--- config.mk ---
export PLATFORM = sky130hd
export DESIGN_NAME = pmcp_app_flat
export DESIGN_NICKNAME = d
export VERILOG_FILES = /design/src/hw/pmcp_pkg.sv /design/src/hw/pmcp_if.sv /design/src/hw/pmcp_app.sv /design/src/flat_wrapper.sv
export SDC_FILE = /design/constraint.sdc
export NUM_CORES = 1
export LEC_CHECK = 0
export BUFFER_PORTS_ARGS = -buffer_cell sky130_fd_sc_hd__buf_2
export CAP_MARGIN = 20
export CORE_MARGIN = 2
export CORE_UTILIZATION = 56
export DETAILED_ROUTE_END_ITERATION = 10
export GPL_TIMING_DRIVEN = 0
export PLACE_DENSITY = 0.82
export SLEW_MARGIN = 20
export SYNTH_ARGS = -nofsm -noshare
export SYNTH_HDL_FRONTEND = slang
export SYNTH_SLANG_ARGS = --single-unit
--- constraint.sdc ---
create_clock -name clk_i -period 2.3 [get_ports clk_i]
set_clock_uncertainty 0.2 [all_clocks]
set_input_delay 0.23 -clock clk_i [delete_from_list [all_inputs] [get_ports clk_i]]
set_output_delay 0.23 -clock clk_i [all_outputs]
set_load 0.02 [all_outputs]
--- src/hw/pmcp_pkg.sv ---
// Package for the master command port: link constants, state codes and the register map.
// Function
// Hold request keeps bus request until release/disconnect.
// Application holds hold request two bus cycles.
// Core flags aborted master cycle.
// Core shows four-bit queue interface state.
// Flush empties queues, returns state to idle.
// Flush leaves bus-side state machine running.
// Application should not end transactions by flush.
// Ready high when operable, low in reset/flush.
// Strobe captures command, burst length or address.
// Word meaning follows state and port mode.
// Address slot flag set; no new transaction then.
// Write frees slot after all data sent.
// Read frees slot once all data arrived.
// Queue clock chosen from two, fixed at configuration.
// Last-cycle strobe needs command/address strobe too.
// Flush synchronised before release.
// State code after flush means idle, awaiting command.
package pmcp_pkg;

    // ==========================================================
    // Link
    localparam int PMCP_DW = 32;
    localparam int PMCP_BURST_W = 8;
    localparam int PMCP_HOLD_MIN = 2;

    // ==========================================================
    // State indicator codes, Gray along the read setup path.
    typedef enum logic [3:0] {
        PMCP_ST_IDLE = 4'h0,
        PMCP_ST_BURST = 4'h1,
        PMCP_ST_ADDR = 4'h3,
        PMCP_ST_BUSY = 4'h2
    } pmcp_state_t;

    // ==========================================================
    // Controller register map (word offsets on the software port).
    localparam logic [3:0] PMCP_REG_CMD = 4'h0;
    localparam logic [3:0] PMCP_REG_ADDR = 4'h1;
    localparam logic [3:0] PMCP_REG_BURST = 4'h2;
    localparam logic [3:0] PMCP_REG_CTRL = 4'h3;
    localparam logic [3:0] PMCP_REG_STATUS = 4'h4;
    localparam logic [3:0] PMCP_REG_IRQ_STAT = 4'h5;
    localparam logic [3:0] PMCP_REG_IRQ_CLR = 4'h6;
    localparam logic [3:0] PMCP_REG_IRQ_EN = 4'h7;

    localparam int PMCP_CTRL_GO = 0;
    localparam int PMCP_CTRL_FLUSH = 1;
    localparam int PMCP_CTRL_HOLD = 2;
    localparam int PMCP_CTRL_QUAD = 3;

    localparam int PMCP_EV_ABORT = 0;
    localparam int PMCP_EV_DONE = 1;
    localparam int PMCP_EV_READY = 2;
    localparam int PMCP_EV_W = 3;

    localparam logic [PMCP_DW-1:0] PMCP_RST_WORD = 32'h0000_0000;
    // Command bit 0 set marks a read transaction.
    localparam int PMCP_CMD_RD_BIT = 0;

endpackage

--- src/hw/pmcp_if.sv ---
// Interface joining the application-side controller and the core command port.
`timescale 1ns/1ps
interface pmcp_if
    import pmcp_pkg::*;
();
    logic master_queue_flush_n;
    logic cmd_strobe_n;
    logic last_cycle_n;
    logic [PMCP_DW-1:0] cmd_word;
    logic hold_req_n;
    logic addr_slot_occupied_n;
    logic cycle_aborted;
    logic [3:0] state_ind;
    logic queue_ready;

    modport core (
        input master_queue_flush_n, cmd_strobe_n, last_cycle_n, cmd_word, hold_req_n,
        output addr_slot_occupied_n, cycle_aborted, state_ind, queue_ready
    );
    modport app (
        output master_queue_flush_n, cmd_strobe_n, last_cycle_n, cmd_word, hold_req_n,
        input addr_slot_occupied_n, cycle_aborted, state_ind, queue_ready
    );
endinterface

--- src/hw/pmcp_app.sv ---
// Application end: software register port driving the command port of the core.
`timescale 1ns/1ps
module pmcp_app
    import pmcp_pkg::*;
(
    input wire logic clk_i,
    input wire logic sys_rst_i,
    input wire logic [3:0] addr_i,
    input wire logic [PMCP_DW-1:0] wdata_i,
    input wire logic wr_i,
    input wire logic rd_i,
    output logic [PMCP_DW-1:0] rdata_o,
    output logic irq_o,
    output logic quad_mode_o,
    pmcp_if.app lnk
);
    // ==========================================================
    // Synchronise the core's status (treated as foreign to be safe).
    logic [6:0] s1_q, s2_q;
    always_ff @(posedge clk_i) begin
        if (sys_rst_i) begin
            s1_q <= 7'h01;
            s2_q <= 7'h01;
        end else begin
            s1_q <= {lnk.queue_ready, lnk.state_ind, lnk.cycle_aborted,
                     lnk.addr_slot_occupied_n};
            s2_q <= s1_q;
        end
    end
    logic occ_n, abt, rdy;
    logic [3:0] st;
    assign occ_n = s2_q[0];
    assign abt = s2_q[1];
    assign st = s2_q[5:2];
    assign rdy = s2_q[6];

    // ==========================================================
    // Registers and sequencer: command, optional burst, address with last mark in dual-port mode.
    typedef enum logic [1:0] {PMCP_A_IDLE = 2'h0, PMCP_A_CMD = 2'h1, PMCP_A_BURST = 2'h3,
                              PMCP_A_ADDR = 2'h2} pmcp_aseq_t;
    pmcp_aseq_t sq_q, sq_d;
    logic [PMCP_DW-1:0] cmd_q, cmd_d, adr_q, adr_d, word_q, word_d;
    logic [PMCP_BURST_W-1:0] bl_q, bl_d;
    logic [3:0] ctrl_q, ctrl_d;
    logic [PMCP_EV_W-1:0] ist_q, ist_d, ien_q, ien_d, ev;
    logic stb_q, stb_d, last_q, last_d, abt_q, occ_q, rdy_q2;
    logic [1:0] hcnt_q, hcnt_d;
    logic hold_q, hold_d;
    logic [PMCP_DW-1:0] rd_d, rd_q;

    assign ev = {rdy & ~rdy_q2, occ_n & ~occ_q, abt & ~abt_q};

    always_comb begin
        sq_d = sq_q;
        cmd_d = cmd_q;
        adr_d = adr_q;
        bl_d = bl_q;
        ctrl_d = ctrl_q;
        ien_d = ien_q;
        word_d = word_q;
        stb_d = 1'b0;
        last_d = 1'b0;
        ctrl_d[PMCP_CTRL_GO] = 1'b0;
        ist_d = ist_q;
        if (wr_i && addr_i == PMCP_REG_IRQ_CLR) ist_d = ist_q & ~wdata_i[PMCP_EV_W-1:0];
        ist_d = ist_d | ev; // set wins over clear
        if (wr_i) begin
            unique case (addr_i)
                PMCP_REG_CMD: cmd_d = wdata_i;
                PMCP_REG_ADDR: adr_d = wdata_i;
                PMCP_REG_BURST: bl_d = wdata_i[PMCP_BURST_W-1:0];
                PMCP_REG_CTRL: ctrl_d = wdata_i[3:0];
                PMCP_REG_IRQ_EN: ien_d = wdata_i[PMCP_EV_W-1:0];
                default: ;
            endcase
        end
        unique case (sq_q)
            PMCP_A_IDLE: if (ctrl_q[PMCP_CTRL_GO] && occ_n && rdy) begin
                sq_d = PMCP_A_CMD;
            end
            PMCP_A_CMD: if (st == 4'(PMCP_ST_IDLE)) begin
                stb_d = 1'b1;
                word_d = cmd_q;
                sq_d = cmd_q[PMCP_CMD_RD_BIT] ? PMCP_A_BURST : PMCP_A_ADDR;
            end
            PMCP_A_BURST: if (st == 4'(PMCP_ST_BURST)) begin
                stb_d = 1'b1;
                word_d = {{(PMCP_DW-PMCP_BURST_W){1'b0}}, bl_q};
                sq_d = PMCP_A_ADDR;
            end
            PMCP_A_ADDR: if (st == 4'(PMCP_ST_ADDR)) begin
                stb_d = 1'b1;
                // Quad-port mode takes the address in one word and needs no last mark.
                last_d = ~ctrl_q[PMCP_CTRL_QUAD];
                word_d = adr_q;
                sq_d = PMCP_A_IDLE;
            end
        endcase
        if (ctrl_q[PMCP_CTRL_FLUSH]) sq_d = PMCP_A_IDLE;
        // Hold stays asserted at least two cycles once raised.
        hold_d = hold_q;
        hcnt_d = hcnt_q;
        if (ctrl_q[PMCP_CTRL_HOLD]) begin
            hold_d = 1'b1;
            if (!hold_q) hcnt_d = 2'(PMCP_HOLD_MIN);
        end else if (hcnt_q == 2'h0 || hcnt_q == 2'h1) begin
            hold_d = 1'b0;
        end
        if (hcnt_q != 2'h0) hcnt_d = hcnt_q - 2'h1;
        if (ctrl_q[PMCP_CTRL_HOLD] && !hold_q) hcnt_d = 2'(PMCP_HOLD_MIN);
        rd_d = '0;
        if (rd_i) begin
            unique case (addr_i)
                PMCP_REG_CMD: rd_d = cmd_q;
                PMCP_REG_ADDR: rd_d = adr_q;
                PMCP_REG_BURST: rd_d = {{(PMCP_DW-PMCP_BURST_W){1'b0}}, bl_q};
                PMCP_REG_CTRL: rd_d = {28'h0, ctrl_q};
                PMCP_REG_STATUS: rd_d = {23'h0, sq_q, st, rdy, abt, occ_n};
                PMCP_REG_IRQ_STAT: rd_d = {29'h0, ist_q};
                PMCP_REG_IRQ_EN: rd_d = {29'h0, ien_q};
                default: rd_d = '0;
            endcase
        end
    end

    always_ff @(posedge clk_i) begin
        if (sys_rst_i) begin
            sq_q <= PMCP_A_IDLE;
            cmd_q <= PMCP_RST_WORD;
            adr_q <= PMCP_RST_WORD;
            word_q <= PMCP_RST_WORD;
            bl_q <= '0;
            ctrl_q <= 4'h0;
            ist_q <= '0;
            ien_q <= '0;
            stb_q <= 1'b0;
            last_q <= 1'b0;
            abt_q <= 1'b0;
            occ_q <= 1'b1;
            rdy_q2 <= 1'b0;
            hcnt_q <= 2'h0;
            hold_q <= 1'b0;
            rd_q <= '0;
        end else begin
            sq_q <= sq_d;
            cmd_q <= cmd_d;
            adr_q <= adr_d;
            word_q <= word_d;
            bl_q <= bl_d;
            ctrl_q <= ctrl_d;
            ist_q <= ist_d;
            ien_q <= ien_d;
            stb_q <= stb_d;
            last_q <= last_d;
            abt_q <= abt;
            occ_q <= occ_n;
            rdy_q2 <= rdy;
            hcnt_q <= hcnt_d;
            hold_q <= hold_d;
            rd_q <= rd_d;
        end
    end

    assign lnk.cmd_strobe_n = ~stb_q;
    assign lnk.last_cycle_n = ~last_q;
    assign lnk.cmd_word = word_q;
    assign lnk.master_queue_flush_n = ~ctrl_q[PMCP_CTRL_FLUSH];
    assign lnk.hold_req_n = ~hold_q;
    assign quad_mode_o = ctrl_q[PMCP_CTRL_QUAD];
    assign rdata_o = rd_q;
    assign irq_o = |(ist_q & ien_q);
endmodule

--- src/flat_wrapper.sv ---
// flat-port wrapper written by rule: the top's interface ports become plain ports
module pmcp_app_flat import pmcp_pkg::*;
  (clk_i, sys_rst_i, addr_i, wdata_i, wr_i, rd_i, rdata_o, irq_o, quad_mode_o, lnk_master_queue_flush_n, lnk_cmd_strobe_n, lnk_last_cycle_n, lnk_cmd_word, lnk_hold_req_n, lnk_addr_slot_occupied_n, lnk_cycle_aborted, lnk_state_ind, lnk_queue_ready);
  pmcp_if lnk_i ();
  input wire logic clk_i;
  input wire logic sys_rst_i;
  input wire logic [3:0] addr_i;
  input wire logic [PMCP_DW-1:0] wdata_i;
  input wire logic wr_i;
  input wire logic rd_i;
  output logic [PMCP_DW-1:0] rdata_o;
  output logic irq_o;
  output logic quad_mode_o;
  output wire logic [$bits(lnk_i.master_queue_flush_n)-1:0] lnk_master_queue_flush_n;
  output wire logic [$bits(lnk_i.cmd_strobe_n)-1:0] lnk_cmd_strobe_n;
  output wire logic [$bits(lnk_i.last_cycle_n)-1:0] lnk_last_cycle_n;
  output wire logic [$bits(lnk_i.cmd_word)-1:0] lnk_cmd_word;
  output wire logic [$bits(lnk_i.hold_req_n)-1:0] lnk_hold_req_n;
  input wire logic [$bits(lnk_i.addr_slot_occupied_n)-1:0] lnk_addr_slot_occupied_n;
  input wire logic [$bits(lnk_i.cycle_aborted)-1:0] lnk_cycle_aborted;
  input wire logic [$bits(lnk_i.state_ind)-1:0] lnk_state_ind;
  input wire logic [$bits(lnk_i.queue_ready)-1:0] lnk_queue_ready;
  assign lnk_master_queue_flush_n = lnk_i.master_queue_flush_n;
  assign lnk_cmd_strobe_n = lnk_i.cmd_strobe_n;
  assign lnk_last_cycle_n = lnk_i.last_cycle_n;
  assign lnk_cmd_word = lnk_i.cmd_word;
  assign lnk_hold_req_n = lnk_i.hold_req_n;
  assign lnk_i.addr_slot_occupied_n = lnk_addr_slot_occupied_n;
  assign lnk_i.cycle_aborted = lnk_cycle_aborted;
  assign lnk_i.state_ind = lnk_state_ind;
  assign lnk_i.queue_ready = lnk_queue_ready;
  pmcp_app u_core (.clk_i(clk_i), .sys_rst_i(sys_rst_i), .addr_i(addr_i), .wdata_i(wdata_i), .wr_i(wr_i), .rd_i(rd_i), .rdata_o(rdata_o), .irq_o(irq_o), .quad_mode_o(quad_mode_o), .lnk(lnk_i));
endmodule
# Word level (Yosys, flattened, before mapping)
# Index checks and enable logic that the tools add are counted.
# op_classes
add_sub_neg	1
n_eq_ne	19
mux	22
bitwise	20
reduce_logical	30
# ops
operator	n
case mux 32 bit (7 select lines)	1
2-to-1 mux 32 bit	3
case mux 32 bit (3 select lines)	1
== test 4 x 3 -> 1 bit (second input constant)	4
2-to-1 mux 2 bit	8
AND reduction 2 bit	7
inverter 1 bit	13
== test 4 x 2 -> 1 bit (second input constant)	3
OR reduction 3 bit	3
== test 4 x 1 -> 1 bit (second input constant)	2
zero test 4 bit	2
!= test 2 x 1 -> 1 bit (second input constant)	4
case mux 2 bit (4 select lines)	1
AND reduction 4 bit	2
bitwise AND 3 bit	2
2-to-1 mux 1 bit	6
nonzero test 2 bit	3
nonzero test 3 bit	2
OR reduction 2 bit	3
== test 2 x 1 -> 1 bit (second input constant)	2
== test 2 bit (second input constant)	2
logical AND 1 bit	4
zero test 2 bit	2
bitwise AND 1 bit	3
other kinds (9)	9
# word_totals
register_bits	170
inputBits	47

# Logic depth before layout (Yosys ltp)
# depth
word_depth	4
depth_mapped	7
ltp_nobuf	5

# Worst setup path before layout
# Ideal clock, no wire load.
# synth_timing
kind	register -> register
startpoint	register u_core.sq_q[1]
endpoint	register u_core.word_q[14], in the netlist u_core.lnk.cmd_word[14]
setup_time_ns	0.141
arrival_time_ns	1.308
t_required_ns	1.959
slack_ns	0.652
stages_incl_launch_ff	7
n_path_buf	2
period_less_slack_ns	1.648
cell_sequence	dfxtp_1 buf_2 nand2b_4 o32a_2 buf_6 nor3_2 nor3_2
# synth_via
elab_chain_cells	3
elab_cells_between_ends	9
cone_classes	6 x eq/ne; 1 x mux; 2 x reduce/logical
# synth_lines
element	line	source
start: declaration	pmcp_app.sv:41	pmcp_aseq_t sq_q, sq_d;
start signal: assignment	pmcp_app.sv:145	sq_q <= sq_d;
== test 2 bit / == test 2 x 1 -> 1 bit (equally long branches)	pmcp_app.sv:77	unique case (sq_q)
!= test 2 x 1 -> 1 bit (no source line) / nonzero test 3 bit (equally long branches)	-	
AND reduction 4 bit (no source line)	-	
end signal: assignment	pmcp_app.sv:148	word_q <= word_d;
end: declaration	pmcp_app.sv:42	logic [PMCP_DW-1:0] cmd_q, cmd_d, adr_q, adr_d, word_q, word_d;
# Parallel ways exist; a longest one is shown, timed or not.
# A chain may end at the register's enable or synchronous reset.

# Worst setup path after layout
# layout_timing
startpoint	input port sys_rst_i
endpoint	register u_core.word_q[5], in the netlist u_core.lnk.cmd_word[5]
# layout_lines
element	line	source
start: declaration	flat_wrapper.sv:6	input wire logic sys_rst_i;
# No word-level cell between the ends.

==> flow_summary.toml <==
[setup_path]
cp_max_fo = 10
required_ns = 2.38
reg2reg_slack_ns = 0.39
r2r_end = "u_core.stb_q"
r2r_cells = 5
r2r_start = "u_core.sq_q[1]"
crit_type = "primary input to flip-flop"
crit_arrival_ns = 2.32
endpoint = "u_core.lnk.cmd_word[5]"
cp-start-kind = "primary input"
cp-startpoint = "sys_rst_i"
end_kind = "flip-flop"

[logic_synthesis]
synth_area_mm2 = 0.00725
syn_avg_cell_area_um2 = 8.62
synth_cell_types = 52
ys.flop_type = "dfxtp_1"
async_reset_ff_share_pct = 0
synth_edf_count = 0
yosysMostFrequentCell = "nand2_1"
yosysSeqAreaShare_pct = 46.9
synth_fp_nets = 891
synth_top_cells_by_area = "dfxtp_1, nand2_1, a21oi_1"
synth_common_cells = "nand2_1, dfxtp_1, a21oi_1"
synth.top_cell.area_share_pct = 46.9
synth_largest_area_cell = "dfxtp_1"
syn_inst = 841
ys_seq_elements = 170
yosysWarnings = 0

[die]
fp-row-count = 41
die_area_mm2 = 0.0139
coreArea_mm2 = 0.0126
die_w_um = 118
initial_core_util_pct = 57.5
ios = 117
die_y_um = 118

[pwr]
power.leakage_nw = 3.41
combPwrFrac_pct = 12.4
switching_share_pct = 24.8
p_seq_share_pct = 45.5
power_density_mw_per_mm2 = 750
p_int_mw = 5.09
p_switching_mw = 1.68
vdd_drop_max_mv = 0.535
clkPwrFrac_pct = 42.1
totalPowerFinal_mw = 6.77

[placed_design]
dp.cells = 1128
place.gp.congestion = 0.968
hpwl_mm = 14.0
io_buffer_count = 115
place_area_mm2 = 0.00804

[timing]
setup_violations = 0
rsz0062_at_grt = "false"
final.min_clock_period_ns = 2.24
fin_crit_sh_pct = 97.3
finalMaxSlewViolations = 0
timing.fmax_mhz = 447
worstMarginPinSlew_ns = 0.763
slew_headroom_pct = 48.7
finalHoldViolCount = 0
tns_ns = 0

[cells_and_area]
area_delta_synth_final_pct = 24.6
stdcell_count = 1199
final_util_pct = 71.6
layout-drive-gt1-share_pct = 25.6
final_area_mm2 = 0.00903
antennaDiodeCount = 0
final_nets = 1065

[grt]
grt_pass1_vias = 6432
grt-ovfl-total = 0
grt_usage_pct = 29.5
grt_max_degree = 17
grt_pass1_wl_mm = 32.4
antenna_found_initial = 0

[drt]
drc = 0
vias = 6799
wl_per_cell_um = 17.1
wl_mm = 20.5
routed_via_density = 5.67
drt_iter0_markers = 637
antenna_left = 0
first_pass_iters = 7

[clocking]
cts.sinks = 170
clk_path_buf_depth = 2
clkLatencyLatePin_ns = 0.43
numCtsBuffers = 17
cts_tree = "done"
cts_setup_buffers = 0
htreeDepth = 4
path_clk_slew_ns = 0.06
root_buffer = "clkbuf_16"

[job]
drv_cap = 0

[hold_path]
min_path_type = "primary input to flip-flop"

[status]
status = "finished, final reports clean"
-- power by group through the flow --
stage | Combinational [mW] | Sequential [mW] | Clock (mW)
after floorplan | 0.484 | 3.18 | 0
after CTS | 0.829 | 3.08 | 2.86
after global placement | 0.753 | 3.14 | 0
after global routing | 0.907 | 3.09 | 3.00
final | 0.842 | 3.08 | 2.85
after detailed placement | 0.774 | 3.14 | 0
-- critical path, stage by stage --
cell and delay, ns:
dlygate4sd3_1 0.53, buf_2 0.15, clkbuf_1 0.40, buf_2 0.34
buf_1 0.56, a21oi_1 0.10
-- stage by stage --
step	setup slack, ns	hold WS (ns)
floorplan	0.652	0.134
finish	0.0628	0.0947
CTS	0.159	0.0470
global placement	0.296	0.197
detailed placement	0.224	0.199
global route	0.00332	0.0921
-- area by class of cell --
type,instances,area [um^2]
plain buffers,71,385
clock buffers,24,502
clock inverters,7,88.8
fillers,1022,3590
inverters,35,131
multi-input cells,565,3330
flip-flops and latches,170,3400
well taps,172,215
repair buffers,155,976
-- worst min-delay path by stage --
stage               slack [ns]                end  cells past startpoint                      from
finish                    0.09  u_core.rdata_o[1]                      3                      rd_i
global route              0.09  u_core.rdata_o[0]                      3                      rd_i
global placement          0.20     u_core.s2_q[0]                      1            u_core.s1_q[0]
detailed placement        0.20     u_core.s2_q[0]                      1            u_core.s1_q[0]
CTS                       0.05  u_core.rdata_o[1]                      3                      rd_i
floorplan                 0.13     u_core.s1_q[0]                      1  lnk_addr_slot_occupied_n
-- kinds of logic after synthesis --
group                      count (synthesis)  share of synthesized area (%)
buffers and inverters                    106                           7.13
xor gates and xnor gates                   1                          0.224
DFF                                      170                           46.9
adders and majority gates                  3                          0.518
and+or+nand+nor                          323                           23.3
AOI/OAI and AO/OA                        205                           17.1
muxes                                     33                           4.74
-- layer usage --
layer	global-route usage, %	wire, um	up-vias
li1	-	-	3217
met1	37.7	8430	3167
met2	47.9	9690	361
met3	7.27	1860	54
met4	12.2	501	0
met5	0	0	-
-- flip-flops by register name, indices dropped and copies added, names as in the netlist --
name,count
u_core.abt_q,1
u_core.hold_q,1
u_core.rdy_q2,1
u_core.stb_q,1
u_core.cmd_q,32
u_core.bl_q,8
u_core.rdata_o,32
u_core.sq_q,2
u_core.hcnt_q,2
u_core.last_q,1
u_core.s2_q,7
u_core.s1_q,7
u_core.adr_q,32
u_core.occ_q,1
u_core.lnk.cmd_word,32
u_core.ist_q,3
u_core.ien_q,3
u_core.ctrl_q,4
-- cells in the final DEF, fill, tap and decap left out, drive strengths merged, types with 5 or more instances in the layout --
cell type and n:
mux2 11, nor2b 14, a22oi 29, nand3 8, o21ai 16, o2111ai 8
buf 165, clkinv 5, inv 35, nand2 171, o22ai 24, mux2i 22
dfxtp 170, a21oi 109, dlygate4sd3 40, clkbuf 45, nor2 52, nor3 50
-- timing repair --
item / 4_1_cts / 5_1_grt
endpoints found under the setup margin: 0 / 1
hold endpoints to repair: 87 / 0
hold buffers: 40 / 0
resized for setup: 0 / 1
Power figures use the tool's default switching activity.
